===== config.mk =====
export PLATFORM = sky130hd
export DESIGN_NAME = absolute_position_tracker
export DESIGN_NICKNAME = d
export VERILOG_FILES = /design/src/verilog/abs_track_pkg.sv /design/src/verilog/abs_position_former.sv /design/src/verilog/absolute_position_tracker.sv
export SDC_FILE = /design/constraint.sdc
export NUM_CORES = 1
export LEC_CHECK = 0
export BUFFER_PORTS_ARGS = -buffer_cell sky130_fd_sc_hd__clkbuf_2
export CORE_MARGIN = 2
export CORE_UTILIZATION = 59
export CTS_CLUSTER_DIAMETER = 60
export DETAILED_ROUTE_END_ITERATION = 7
export PLACE_DENSITY = 0.92
export SLEW_MARGIN = 20
export SYNTH_ARGS = -nofsm -noshare
export SYNTH_HDL_FRONTEND = slang
export SYNTH_HIERARCHICAL = 1
export SYNTH_SLANG_ARGS = --single-unit

===== constraint.sdc =====
create_clock -name mclk -period 3.9 [get_ports mclk]
set_clock_uncertainty 0.2 [all_clocks]
set_input_delay 0.585 -clock mclk [delete_from_list [all_inputs] [get_ports mclk]]
set_output_delay 0.585 -clock mclk [all_outputs]
set_load 0.01 [all_outputs]

===== src/verilog/abs_track_pkg.sv =====
package abs_track_pkg;

   // Register byte offsets on the AHB-Lite slave
   localparam logic [7:0]  OFS_RESET_CMD  = 8'h00;
   localparam logic [7:0]  OFS_ORIGIN     = 8'h04;
   localparam logic [7:0]  OFS_ENC_TYPE   = 8'h08;
   localparam logic [7:0]  OFS_IN_TURN    = 8'h0c;
   localparam logic [7:0]  OFS_REVS       = 8'h10;
   localparam logic [7:0]  OFS_CUR_POS    = 8'h14;
   localparam logic [7:0]  OFS_STATUS     = 8'h18;

   // Encoder geometry
   localparam int          POS17_BITS     = 17;
   localparam int          POS23_BITS     = 23;
   localparam int          TURN_BITS      = 16;
   localparam int          ABS_BITS       = POS23_BITS + TURN_BITS;

   // Reset values and limits
   localparam logic [15:0] RESET_CMD_NOP  = 16'h0000;
   localparam logic [15:0] RESET_CMD_GO   = 16'h0001;
   localparam logic [31:0] ORIGIN_RST     = 32'h0000_0000;
   localparam logic [31:0] ORIGIN_MIN     = 32'h8000_0001;
   localparam logic [31:0] ORIGIN_MAX     = 32'h7fff_fffe;
   localparam logic [1:0]  ENC_TYPE_RST   = 2'h1;

   // Status bit positions
   localparam int          ST_FAULT_BIT   = 0;
   localparam int          ST_BUSY_BIT    = 1;

   // Bus codes
   localparam logic [1:0]  HTRANS_NONSEQ  = 2'h2;
   localparam logic        HRESP_OKAY     = 1'b0;

   // Encoder kinds, register code is the enum order
   typedef enum logic [1:0] {
      ENC_SINGLE_MAG,
      ENC_MULTI_MAG,
      ENC_MULTI_OPT
   } enc_type_t;

   // Multi-turn reset sequencer
   typedef enum logic {
      CMD_IDLE,
      CMD_APPLY
   } cmd_state_t;

   // One position report from the encoder
   typedef struct packed {
      logic                  valid;
      logic                  fault;
      logic [TURN_BITS-1:0]  turns;
      logic [POS23_BITS-1:0] pos;
   } enc_sample_t;

endpackage : abs_track_pkg


===== src/verilog/abs_position_former.sv =====
`timescale 1ns/100ps
`default_nettype none
module abs_position_former (
   // Clock and reset
   input  wire logic                                       mclk,
   input  wire logic                                       rst_n,
   // Encoder report and selected encoder kind
   input  wire abs_track_pkg::enc_sample_t                 enc,
   input  wire logic [1:0]                                 enc_type,
   // Registered, kind-masked sample
   output logic                                            sample_q,
   output logic                                            fault_q,
   output logic [abs_track_pkg::POS23_BITS-1:0]            in_turn_q,
   output logic [abs_track_pkg::TURN_BITS-1:0]             turns_q,
   output logic [abs_track_pkg::ABS_BITS-1:0]              abs_q
);

   // Joins turn count and in-turn position as one absolute count
   function automatic logic [abs_track_pkg::ABS_BITS-1:0] join_abs(
      input logic [abs_track_pkg::TURN_BITS-1:0]  turns,
      input logic [abs_track_pkg::POS23_BITS-1:0] pos,
      input logic [1:0]                           kind);
      case (kind)
         abs_track_pkg::ENC_MULTI_OPT: join_abs = {turns, pos};
         abs_track_pkg::ENC_MULTI_MAG: join_abs = {6'h00, turns, pos[abs_track_pkg::POS17_BITS-1:0]};
         default:                      join_abs = {22'h000000, pos[abs_track_pkg::POS17_BITS-1:0]};
      endcase
   endfunction : join_abs

   logic                                 sample_d;
   logic                                 fault_d;
   logic [abs_track_pkg::POS23_BITS-1:0] in_turn_d;
   logic [abs_track_pkg::TURN_BITS-1:0]  turns_d;
   logic [abs_track_pkg::ABS_BITS-1:0]   abs_d;

   // Mask the report to the kind's width; single-turn ignores any turn data
   always_comb begin
      sample_d  = enc.valid;
      fault_d   = enc.valid & enc.fault;
      in_turn_d = in_turn_q;
      turns_d   = turns_q;
      abs_d     = abs_q;
      if (enc.valid) begin
         if (enc_type == abs_track_pkg::ENC_MULTI_OPT) begin
            in_turn_d = enc.pos;
         end else begin
            in_turn_d = {6'h00, enc.pos[abs_track_pkg::POS17_BITS-1:0]};
         end
         turns_d = (enc_type == abs_track_pkg::ENC_SINGLE_MAG) ? 16'h0000 : enc.turns;
         abs_d   = join_abs(enc.turns, enc.pos, enc_type);
      end
   end

   always_ff @(posedge mclk) begin
      if (!rst_n) begin
         sample_q  <= 1'b0;
         fault_q   <= 1'b0;
         in_turn_q <= '0;
         turns_q   <= '0;
         abs_q     <= '0;
      end else begin
         sample_q  <= sample_d;
         fault_q   <= fault_d;
         in_turn_q <= in_turn_d;
         turns_q   <= turns_d;
         abs_q     <= abs_d;
      end
   end

endmodule : abs_position_former
`default_nettype wire


===== src/verilog/absolute_position_tracker.sv =====
`timescale 1ns/100ps
`default_nettype none
module absolute_position_tracker (
   // Clock and reset
   input  wire logic                                mclk,
   input  wire logic                                rst_n,
   // AHB-Lite slave
   input  wire logic                                hsel,
   input  wire logic [31:0]                         haddr,
   input  wire logic [1:0]                          htrans,
   input  wire logic                                hwrite,
   input  wire logic [2:0]                          hsize,
   input  wire logic [31:0]                         hwdata,
   input  wire logic                                hready,
   output logic                                     hreadyout,
   output logic [31:0]                              hrdata,
   output logic                                     hresp,
   // Encoder side
   input  wire abs_track_pkg::enc_sample_t          enc,
   output logic                                     enc_clear_turns,
   // Current multi-turn position for the position loop
   output logic [31:0]                              cur_position
);

   // Clamps a written origin into its signed range
   function automatic logic [31:0] clamp_origin(input logic [31:0] v);
      if ($signed(v) < $signed(abs_track_pkg::ORIGIN_MIN)) begin
         clamp_origin = abs_track_pkg::ORIGIN_MIN;
      end else if ($signed(v) > $signed(abs_track_pkg::ORIGIN_MAX)) begin
         clamp_origin = abs_track_pkg::ORIGIN_MAX;
      end else begin
         clamp_origin = v;
      end
   endfunction : clamp_origin

   // Registered sample from the former
   logic                                     smp_valid;
   logic                                     smp_fault;
   logic [abs_track_pkg::POS23_BITS-1:0]     smp_in_turn;
   logic [abs_track_pkg::TURN_BITS-1:0]      smp_turns;
   logic [abs_track_pkg::ABS_BITS-1:0]       smp_abs;

   // Bus state
   logic                                     wr_pend_q, wr_pend_d;
   logic [7:0]                               waddr_q, waddr_d;
   logic [31:0]                              hrdata_q, hrdata_d;
   logic                                     hreadyout_q;

   // Software registers
   logic [15:0]                              cmd_q, cmd_d;
   logic [31:0]                              origin_q, origin_d;
   logic [1:0]                               etype_q, etype_d;
   abs_track_pkg::cmd_state_t                state_q, state_d;

   // Tracking state
   logic [abs_track_pkg::ABS_BITS-1:0]       abs_base_q, abs_base_d;
   logic [abs_track_pkg::TURN_BITS-1:0]      turn_base_q, turn_base_d;
   logic [31:0]                              org_base_q, org_base_d;
   logic [31:0]                              cur_q, cur_d;
   logic [31:0]                              in_turn_q, in_turn_d;
   logic [31:0]                              revs_q, revs_d;
   logic                                     fault_q, fault_d;
   logic                                     clr_q, clr_d;

   logic [abs_track_pkg::ABS_BITS-1:0]       abs_delta;
   logic [abs_track_pkg::TURN_BITS-1:0]      turn_delta;
   logic                                     addr_phase;

   abs_position_former u_former (
      .mclk      (mclk),
      .rst_n     (rst_n),
      .enc       (enc),
      .enc_type  (etype_q),
      .sample_q  (smp_valid),
      .fault_q   (smp_fault),
      .in_turn_q (smp_in_turn),
      .turns_q   (smp_turns),
      .abs_q     (smp_abs)
   );

   assign addr_phase = hsel & hready & (htrans == abs_track_pkg::HTRANS_NONSEQ);
   assign abs_delta  = smp_abs - abs_base_q;
   assign turn_delta = smp_turns - turn_base_q;

   // Bus: reads answered in the data phase, writes land when hwdata is valid
   always_comb begin
      wr_pend_d = addr_phase & hwrite;
      waddr_d   = addr_phase ? haddr[7:0] : waddr_q;
      hrdata_d  = hrdata_q;
      if (addr_phase && !hwrite) begin
         case (haddr[7:0])
            abs_track_pkg::OFS_RESET_CMD: hrdata_d = {16'h0000, cmd_q};
            abs_track_pkg::OFS_ORIGIN:    hrdata_d = origin_q;
            abs_track_pkg::OFS_ENC_TYPE:  hrdata_d = {30'h00000000, etype_q};
            abs_track_pkg::OFS_IN_TURN:   hrdata_d = in_turn_q;
            abs_track_pkg::OFS_REVS:      hrdata_d = revs_q;
            abs_track_pkg::OFS_CUR_POS:   hrdata_d = cur_q;
            abs_track_pkg::OFS_STATUS:    hrdata_d = {30'h00000000, state_q == abs_track_pkg::CMD_APPLY, fault_q};
            default:                      hrdata_d = 32'h0000_0000;
         endcase
      end
   end

   always_ff @(posedge mclk) begin
      if (!rst_n) begin
         wr_pend_q   <= 1'b0;
         waddr_q     <= 8'h00;
         hrdata_q    <= 32'h0000_0000;
         hreadyout_q <= 1'b0;
      end else begin
         wr_pend_q   <= wr_pend_d;
         waddr_q     <= waddr_d;
         hrdata_q    <= hrdata_d;
         hreadyout_q <= 1'b1; // Zero wait states; low only during reset
      end
   end

   // Software registers and the reset-command sequencer
   always_comb begin
      cmd_d    = cmd_q;
      origin_d = origin_q;
      etype_d  = etype_q;
      state_d  = state_q;
      case (state_q)
         abs_track_pkg::CMD_IDLE: begin
            if (wr_pend_q && waddr_q == abs_track_pkg::OFS_RESET_CMD &&
                hwdata[15:0] == abs_track_pkg::RESET_CMD_GO) begin
               cmd_d   = abs_track_pkg::RESET_CMD_GO;
               state_d = abs_track_pkg::CMD_APPLY;
            end
         end
         abs_track_pkg::CMD_APPLY: begin
            cmd_d   = abs_track_pkg::RESET_CMD_NOP;
            state_d = abs_track_pkg::CMD_IDLE;
         end
         default: begin
            state_d = abs_track_pkg::CMD_IDLE;
         end
      endcase
      if (wr_pend_q && waddr_q == abs_track_pkg::OFS_ORIGIN) begin
         origin_d = clamp_origin(hwdata);
      end
      if (wr_pend_q && waddr_q == abs_track_pkg::OFS_ENC_TYPE && hwdata[1:0] != 2'h3) begin
         etype_d = hwdata[1:0];
      end
   end

   always_ff @(posedge mclk) begin
      if (!rst_n) begin
         cmd_q    <= abs_track_pkg::RESET_CMD_NOP;
         origin_q <= abs_track_pkg::ORIGIN_RST;
         etype_q  <= abs_track_pkg::ENC_TYPE_RST;
         state_q  <= abs_track_pkg::CMD_IDLE;
      end else begin
         cmd_q    <= cmd_d;
         origin_q <= origin_d;
         etype_q  <= etype_d;
         state_q  <= state_d;
      end
   end

   // Position tracking; bases start at zero so power-up reads the encoder as is
   always_comb begin
      abs_base_d  = abs_base_q;
      turn_base_d = turn_base_q;
      org_base_d  = org_base_q;
      cur_d       = cur_q;
      in_turn_d   = in_turn_q;
      revs_d      = revs_q;
      fault_d     = fault_q;
      clr_d       = 1'b0;
      if (state_q == abs_track_pkg::CMD_APPLY) begin
         abs_base_d  = smp_abs;
         turn_base_d = smp_turns;
         org_base_d  = origin_q;
         cur_d       = origin_q;
         revs_d      = 32'h0000_0000;
         fault_d     = 1'b0;
         clr_d       = 1'b1;
      end else if (smp_valid) begin
         cur_d  = org_base_q + abs_delta[31:0];
         // Single-turn shows no turns even if a base was captured under a multi-turn kind
         revs_d = (etype_q == abs_track_pkg::ENC_SINGLE_MAG) ? 32'h0000_0000 : {16'h0000, turn_delta};
      end
      if (smp_valid) begin
         in_turn_d = {9'h000, smp_in_turn};
      end
      // A fault reported in the clearing cycle is kept
      if (smp_fault) begin
         fault_d = 1'b1;
      end
   end

   always_ff @(posedge mclk) begin
      if (!rst_n) begin
         abs_base_q  <= '0;
         turn_base_q <= '0;
         org_base_q  <= abs_track_pkg::ORIGIN_RST;
         cur_q       <= 32'h0000_0000;
         in_turn_q   <= 32'h0000_0000;
         revs_q      <= 32'h0000_0000;
         fault_q     <= 1'b0;
         clr_q       <= 1'b0;
      end else begin
         abs_base_q  <= abs_base_d;
         turn_base_q <= turn_base_d;
         org_base_q  <= org_base_d;
         cur_q       <= cur_d;
         in_turn_q   <= in_turn_d;
         revs_q      <= revs_d;
         fault_q     <= fault_d;
         clr_q       <= clr_d;
      end
   end

   assign hreadyout       = hreadyout_q;
   assign hrdata          = hrdata_q;
   assign hresp           = abs_track_pkg::HRESP_OKAY;
   assign enc_clear_turns = clr_q;
   assign cur_position    = cur_q;
endmodule : absolute_position_tracker
`default_nettype wire


==> impl_metrics.toml, run 1 <==
[clock_tree]
clock_path_buffers = 3
ctsHoldBuffers = 0
cts_buffers = 31
cts_resized = 0
root_buffer = "clkbuf_16"
cts_setup_buffers = 0
cts.htree.levels = 1
cts_tree = "yes"
clock_latency_ps = 560
cts_sinks = 287
clkTransAtPathRegs_ps = 60

[timing]
fin_setup_tns_ps = 0
hold_violations = 0
grt_setup_unrepaired = "no"
tightestPinTransition_ps = 1020
drv_slew = 0
maxSlewHeadroom_pct = 31.6
setup_viol = 0
max_freq_mhz = 272
setup_ws_ps = 223
period_needed_ps = 3680
min_period_over_period_pct = 94.3

[route]
firstDrtPassIters = 5
drc = 0
drt-initial-drc-count = 1327
dr_total_vias = 12900
postRouteAntennaNets = 0
routedWlPerCell_um = 20.2
wirelength_mm = 43.1
vias_per_cell = 6.06

[place]
gp_congestion = 0.937
dpl-instance-area_um2 = 16000
io_buffers = 153
post-place-ws_ps = 301
dp_hpwl_mm = 30.9

[worst_hold_path]
hold_depth = 2
min_to = "u_former/turns_q[15]$_SDFFE_PN0P_"
min_path_type = "in2reg"
hp-start = "enc[38]"

[power_and_ir_drop]
seq_power_share_pct = 42.8
power_uw = 7260
p_clk_share_pct = 42.5
power_density_nw_per_um2 = 425
ir_drop_mv = 0.348
power.leakage_uw = 0.00678
netSwitchingFraction_pct = 26.9
p_comb_share_pct = 14.6
switching_power_uw = 1950
p_int_uw = 5310

[critical_path]
ff2ff_path_depth = 11
worstPathRequired_ps = 4130
critical_path.top_delay_family = "compound AO/OA/AOI/OAI gates"
critPathMaxFanout = 5
path_cells = "inv_1 -> fa_1 -> inv_1 -> ha_1 -> a211oi_1 -> o21bai_1 -> o211ai_1 -> o211ai_1 -> a21boi_0 -> a2111o_1 -> o211ai_1"
reg2reg_slack_ps = 220
cp.arrival_ps = 3910
slowest_delay_ps = 540
slowest_stage = "fa_1"
r2r-end = "cur_position[31]$_SDFFE_PN0P_"
critPathBufInv = 2
worst_path_most_repeated_cell = "o211ai_1"
start_kind = "flip-flop"
cp-end-kind = "flip-flop"
criticalPathCategory = "reg2reg"
r2r-start = "u_former/in_turn_q[1]$_SDFFE_PN0P_"

[global_routing]
grt-ovfl-total = 0
grt_max_degree = 77
antenna_found_initial = 1
grt.total_usage_pct = 31.1
grt_pass1_wl_mm = 66.3
grt_pass1_vias = 12500

[floorplan]
dieArea_um2 = 27000
fp.dieH_um = 164
start_util_pct = 60.1
core_area_um2 = 25200
fp.dieW_um = 164
io_pins = 182
rows = 58

[run_status]
status = "completed"

[final_layout]
fill_cells = 1834
antenna_cells = 0
drive_above_1_share_pct = 14.6
fin_nets = 1978
area_growth_pct = 12.8
design_area_um2 = 17100

[logic_synthesis]
syn_area_um2 = 15100
synth_area_per_cell_um2 = 9.04
syn_inst = 1675
ys_warn_count = 6
syn-num-nets = 1872

[job]
maxCapViolations = 0
[worst max path at each step]
stage / start / slack [ps] / end / cells after the start
floorplan: u_former/in_turn_q[1]$_SDFFE_PN0P_ / 720 / cur_position[28]$_SDFFE_PN0P_ / 11
global placement: u_former/in_turn_q[1]$_SDFFE_PN0P_ / 410 / cur_position[31]$_SDFFE_PN0P_ / 11
detailed placement: u_former/in_turn_q[1]$_SDFFE_PN0P_ / 300 / cur_position[31]$_SDFFE_PN0P_ / 11
CTS: u_former/in_turn_q[1]$_SDFFE_PN0P_ / 260 / cur_position[31]$_SDFFE_PN0P_ / 11
global route: u_former/in_turn_q[1]$_SDFFE_PN0P_ / 50 / cur_position[31]$_SDFFE_PN0P_ / 11
finish: u_former/in_turn_q[1]$_SDFFE_PN0P_ / 220 / cur_position[31]$_SDFFE_PN0P_ / 11
[final cells by class]
class                   instances  area, µm²  area share (%)
repair buffers                182        986            5.77
flip-flops and latches        287       5750            33.7
clock inverters                17        238            1.39
multi-input cells            1126       8280            48.5
clock buffers                  39        836            4.89
inverters                     153        574            3.36
well taps                     330        413            2.42
[power by group through the flow]
| stage | clock, µW | combinational (µW) | sequential, µW |
|---|---|---|---|
| 5_1_grt | 3220 | 1160 | 3110 |
| 3_5_place_dp | 0 | 1030 | 3170 |
| 2_1_floorplan | 0 | 726 | 3150 |
| 6_report | 3090 | 1060 | 3110 |
| 4_1_cts | 3110 | 1050 | 3110 |
| 3_3_place_gp | 0 | 1010 | 3170 |
[flip-flops by register name, indices dropped and copies added, names as in the netlist, 23 cells and up]
| name | count |
|---|---|
| cur_position | 32 |
| abs_base_q | 32 |
| in_turn_q | 23 |
| org_base_q | 32 |
| hrdata | 32 |
| u_former/in_turn_q | 23 |
| origin_q | 32 |
[stage by stage]
stage | utilization (%) | instances | hold slack, ps
detailed placement | 63.6 | 2078 | 248
global route | 67.8 | 2134 | 57.1
CTS | 67.8 | 2134 | 38.0
finish | 67.8 | 2134 | 53.4
floorplan | - | 1675 | 222
global placement | 63.6 | 2078 | 238
[cells in the final DEF (no fill, tap or decap), types with 16 or more instances in the layout]
cell and count:
a21boi_0 25, a21o_1 18, a21oi_1 69, a22o_1 40, a22oi_1 57, and2_1 21
buf_4 30, clkbuf_16 31, clkbuf_2 152, dfxtp_1 285, fa_1 32, ha_1 50
inv_1 152, mux2i_1 137, nand2_1 130, nand3_1 23, nand4_1 16, nor2_1 61
nor2b_1 151, o21ai_0 74, xnor2_1 19
[worst register-to-register path: cells and delay by family, from the launching register on]
| family | cells | cell delay, ps |
|---|---|---|
| DFF | 1 | 370 |
| buffers and inverters | 2 | 150 |
| adders and majority gates | 2 | 850 |
| AOI/OAI and AO/OA | 7 | 1990 |
[per-layer routing]
layer  part of all wire (%)  track usage (%)  wire, µm
met5                      0                0         0
met4                    3.5             10.8      1500
met3                    8.5             4.62      3660
met2                     45             49.9     19300
met1                     43             42.9     18600
Power figures use the tool's default switching activity.
==> inputs of run 2 (changes only) <==
--- a/config.mk
+++ b/config.mk
@@ -7,10 +7,10 @@
 export LEC_CHECK = 0
 export BUFFER_PORTS_ARGS = -buffer_cell sky130_fd_sc_hd__clkbuf_2
 export CORE_MARGIN = 2
-export CORE_UTILIZATION = 59
+export CORE_UTILIZATION = 30
 export CTS_CLUSTER_DIAMETER = 60
 export DETAILED_ROUTE_END_ITERATION = 7
-export PLACE_DENSITY = 0.92
+export PLACE_DENSITY = 0.58
 export SLEW_MARGIN = 20
 export SYNTH_ARGS = -nofsm -noshare
 export SYNTH_HDL_FRONTEND = slang
==> run 2 against run 1 <==
First-iteration DRC count fell by 43%. Sequential power barely moved. Sequential share of layout area fell by 1.1 points. Total power rose by 3.2%. Clock power rose by 7.1%. Largest power group is now clock.
==> impl_metrics.toml, run 2 (synthesis results as in run 1) <==
[run_status]
status = "completed"

[route]
drc = 0
dr_total_vias = 12300
wirelength_mm = 46.0
routedWlPerCell_um = 18.5
vias_per_cell = 4.94
drt-initial-drc-count = 763
firstDrtPassIters = 4
postRouteAntennaNets = 0

[final_layout]
final_core_util_pct = 35.3
drive_above_1_share_pct = 15.2
layout_common_cells = "dfxtp_1 (285), inv_1 (152), clkbuf_2 (152), nor2b_1 (151), mux2i_1 (137)"
final_common_cell = "dfxtp_1"
area_growth_pct = 16.6
fin_nets = 1988
instances_no_fill = 2490
fill_cells = 5153

[global_routing]
grt_pass1_wl_mm = 70.7
grt-ovfl-total = 0
grt_pass1_vias = 11900
grt_max_degree = 100
antenna_found_initial = 6
grt.total_usage_pct = 17.3

[critical_path]
startpoint = "u_former/in_turn_q[1]$_SDFFE_PN0P_"
worstPathRequired_ps = 4130
critPathMaxFanout = 5
slowest_delay_ps = 540
start_kind = "flip-flop"
slowest_stage = "fa_1"
path_cells = "inv_1 -> fa_1 -> inv_1 -> ha_1 -> a211oi_1 -> o21bai_1 -> o211ai_1 -> o211ai_1 -> a21oi_1 -> xnor2_1 -> o21ai_0"
cp.arrival_ps = 3780
r2r-start = "u_former/in_turn_q[1]$_SDFFE_PN0P_"
critPathBufInv = 2
critical_path.top_delay_family = "compound AO/OA/AOI/OAI gates"
cp-end-kind = "flip-flop"
r2r-end = "cur_position[19]$_SDFFE_PN0P_"
criticalPathCategory = "reg2reg"
reg2reg_slack_ps = 350
ff2ff_path_depth = 11

[worst_hold_path]
hp-start = "enc[39]"
min_path_type = "in2reg"
hold_depth = 2
min_to = "u_former/fault_q$_SDFF_PN0_"

[floorplan]
fp.dieW_um = 229
start_util_pct = 30.3
rows = 82
io_pins = 182
core_area_um2 = 50000
dieArea_um2 = 52300
fp.dieH_um = 229

[timing]
hold_violations = 0
drv_slew = 0
fin_setup_tns_ps = 0
maxSlewHeadroom_pct = 28.0
grt_setup_unrepaired = "no"
min_period_over_period_pct = 91.0
period_needed_ps = 3550
tightestPinTransition_ps = 1080
hold_ws_ps = 80.3
max_freq_mhz = 282
setup_viol = 0

[clock_tree]
clock_latency_ps = 550
clock_path_buffers = 3
cts_setup_buffers = 0
root_buffer = "clkbuf_16"
cts.htree.levels = 2
cts_tree = "yes"
cts_resized = 0
clkTransAtPathRegs_ps = 60
cts_buffers = 36
cts_sinks = 287
ctsHoldBuffers = 0

[place]
gp_congestion = 0.871
placed_cells = 2425
io_buffers = 153
dp_hpwl_mm = 35.0

[power_and_ir_drop]
power.leakage_uw = 0.00686
power_density_nw_per_um2 = 425
ir_drop_mv = 0.231

[job]
maxCapViolations = 0
-- run 2: final cells by class --
| cell class | count | area [µm²] | share of cell area (%) |
|---|---|---|---|
| multi-input combinational | 1126 | 8290 | 46.9 |
| sequential | 287 | 5750 | 32.6 |
| timing repair buffer | 187 | 1020 | 5.80 |
| clock buffer | 47 | 1010 | 5.74 |
| tap | 672 | 841 | 4.76 |
| inverter | 153 | 574 | 3.25 |
| clock inverter | 17 | 163 | 0.921 |
| antenna | 1 | 2.50 | 0.0142 |
-- run 2: worst reg2reg max path, delay by kind of cell, from the launching register on --
| family | cells | cell delay (ps) |
|---|---|---|
| xor gates and xnor gates | 1 | 180 |
| DFF | 1 | 390 |
| adders and majority gates | 2 | 850 |
| buffers and inverters | 2 | 150 |
| AOI/OAI and AO/OA | 6 | 1660 |
-- run 2: layer usage --
metal  wire (µm)  global-route usage, %  vias to the layer above
met3        2740                   4.34                       69
met2       20500                   27.3                      274
met5          70                      0                        -
met4        1140                   5.68                       10
li1            -                      -                     6044
met1       21600                   23.2                     5912
-- run 2: worst max path at each step --
| stage | depth (start not counted) | slack [ps] | end |
|---|---|---|---|
| after floorplan | 11 | 720 | cur_position[28]$_SDFFE_PN0P_ |
| after global routing | 11 | 80 | cur_position[21]$_SDFFE_PN0P_ |
| after global placement | 12 | 360 | cur_position[27]$_SDFFE_PN0P_ |
| after CTS | 12 | 310 | cur_position[31]$_SDFFE_PN0P_ |
| after detailed placement | 12 | 350 | cur_position[31]$_SDFFE_PN0P_ |
| final | 11 | 350 | cur_position[19]$_SDFFE_PN0P_ |
-- run 2: report_power, final --
| group | internal (µW) | switching [µW] |
|---|---|---|
| clock | 1980 | 1330 |
| combinational | 448 | 617 |
| sequential | 3020 | 104 |
-- run 2: through the flow --
step,cell area [µm²],power (µW),setup slack [ps]
after detailed placement,16500,4250,352
after floorplan,15100,3870,722
after global routing,17700,7820,77.0
after CTS,17700,7590,308
after global placement,16500,4240,356
final,17700,7490,353
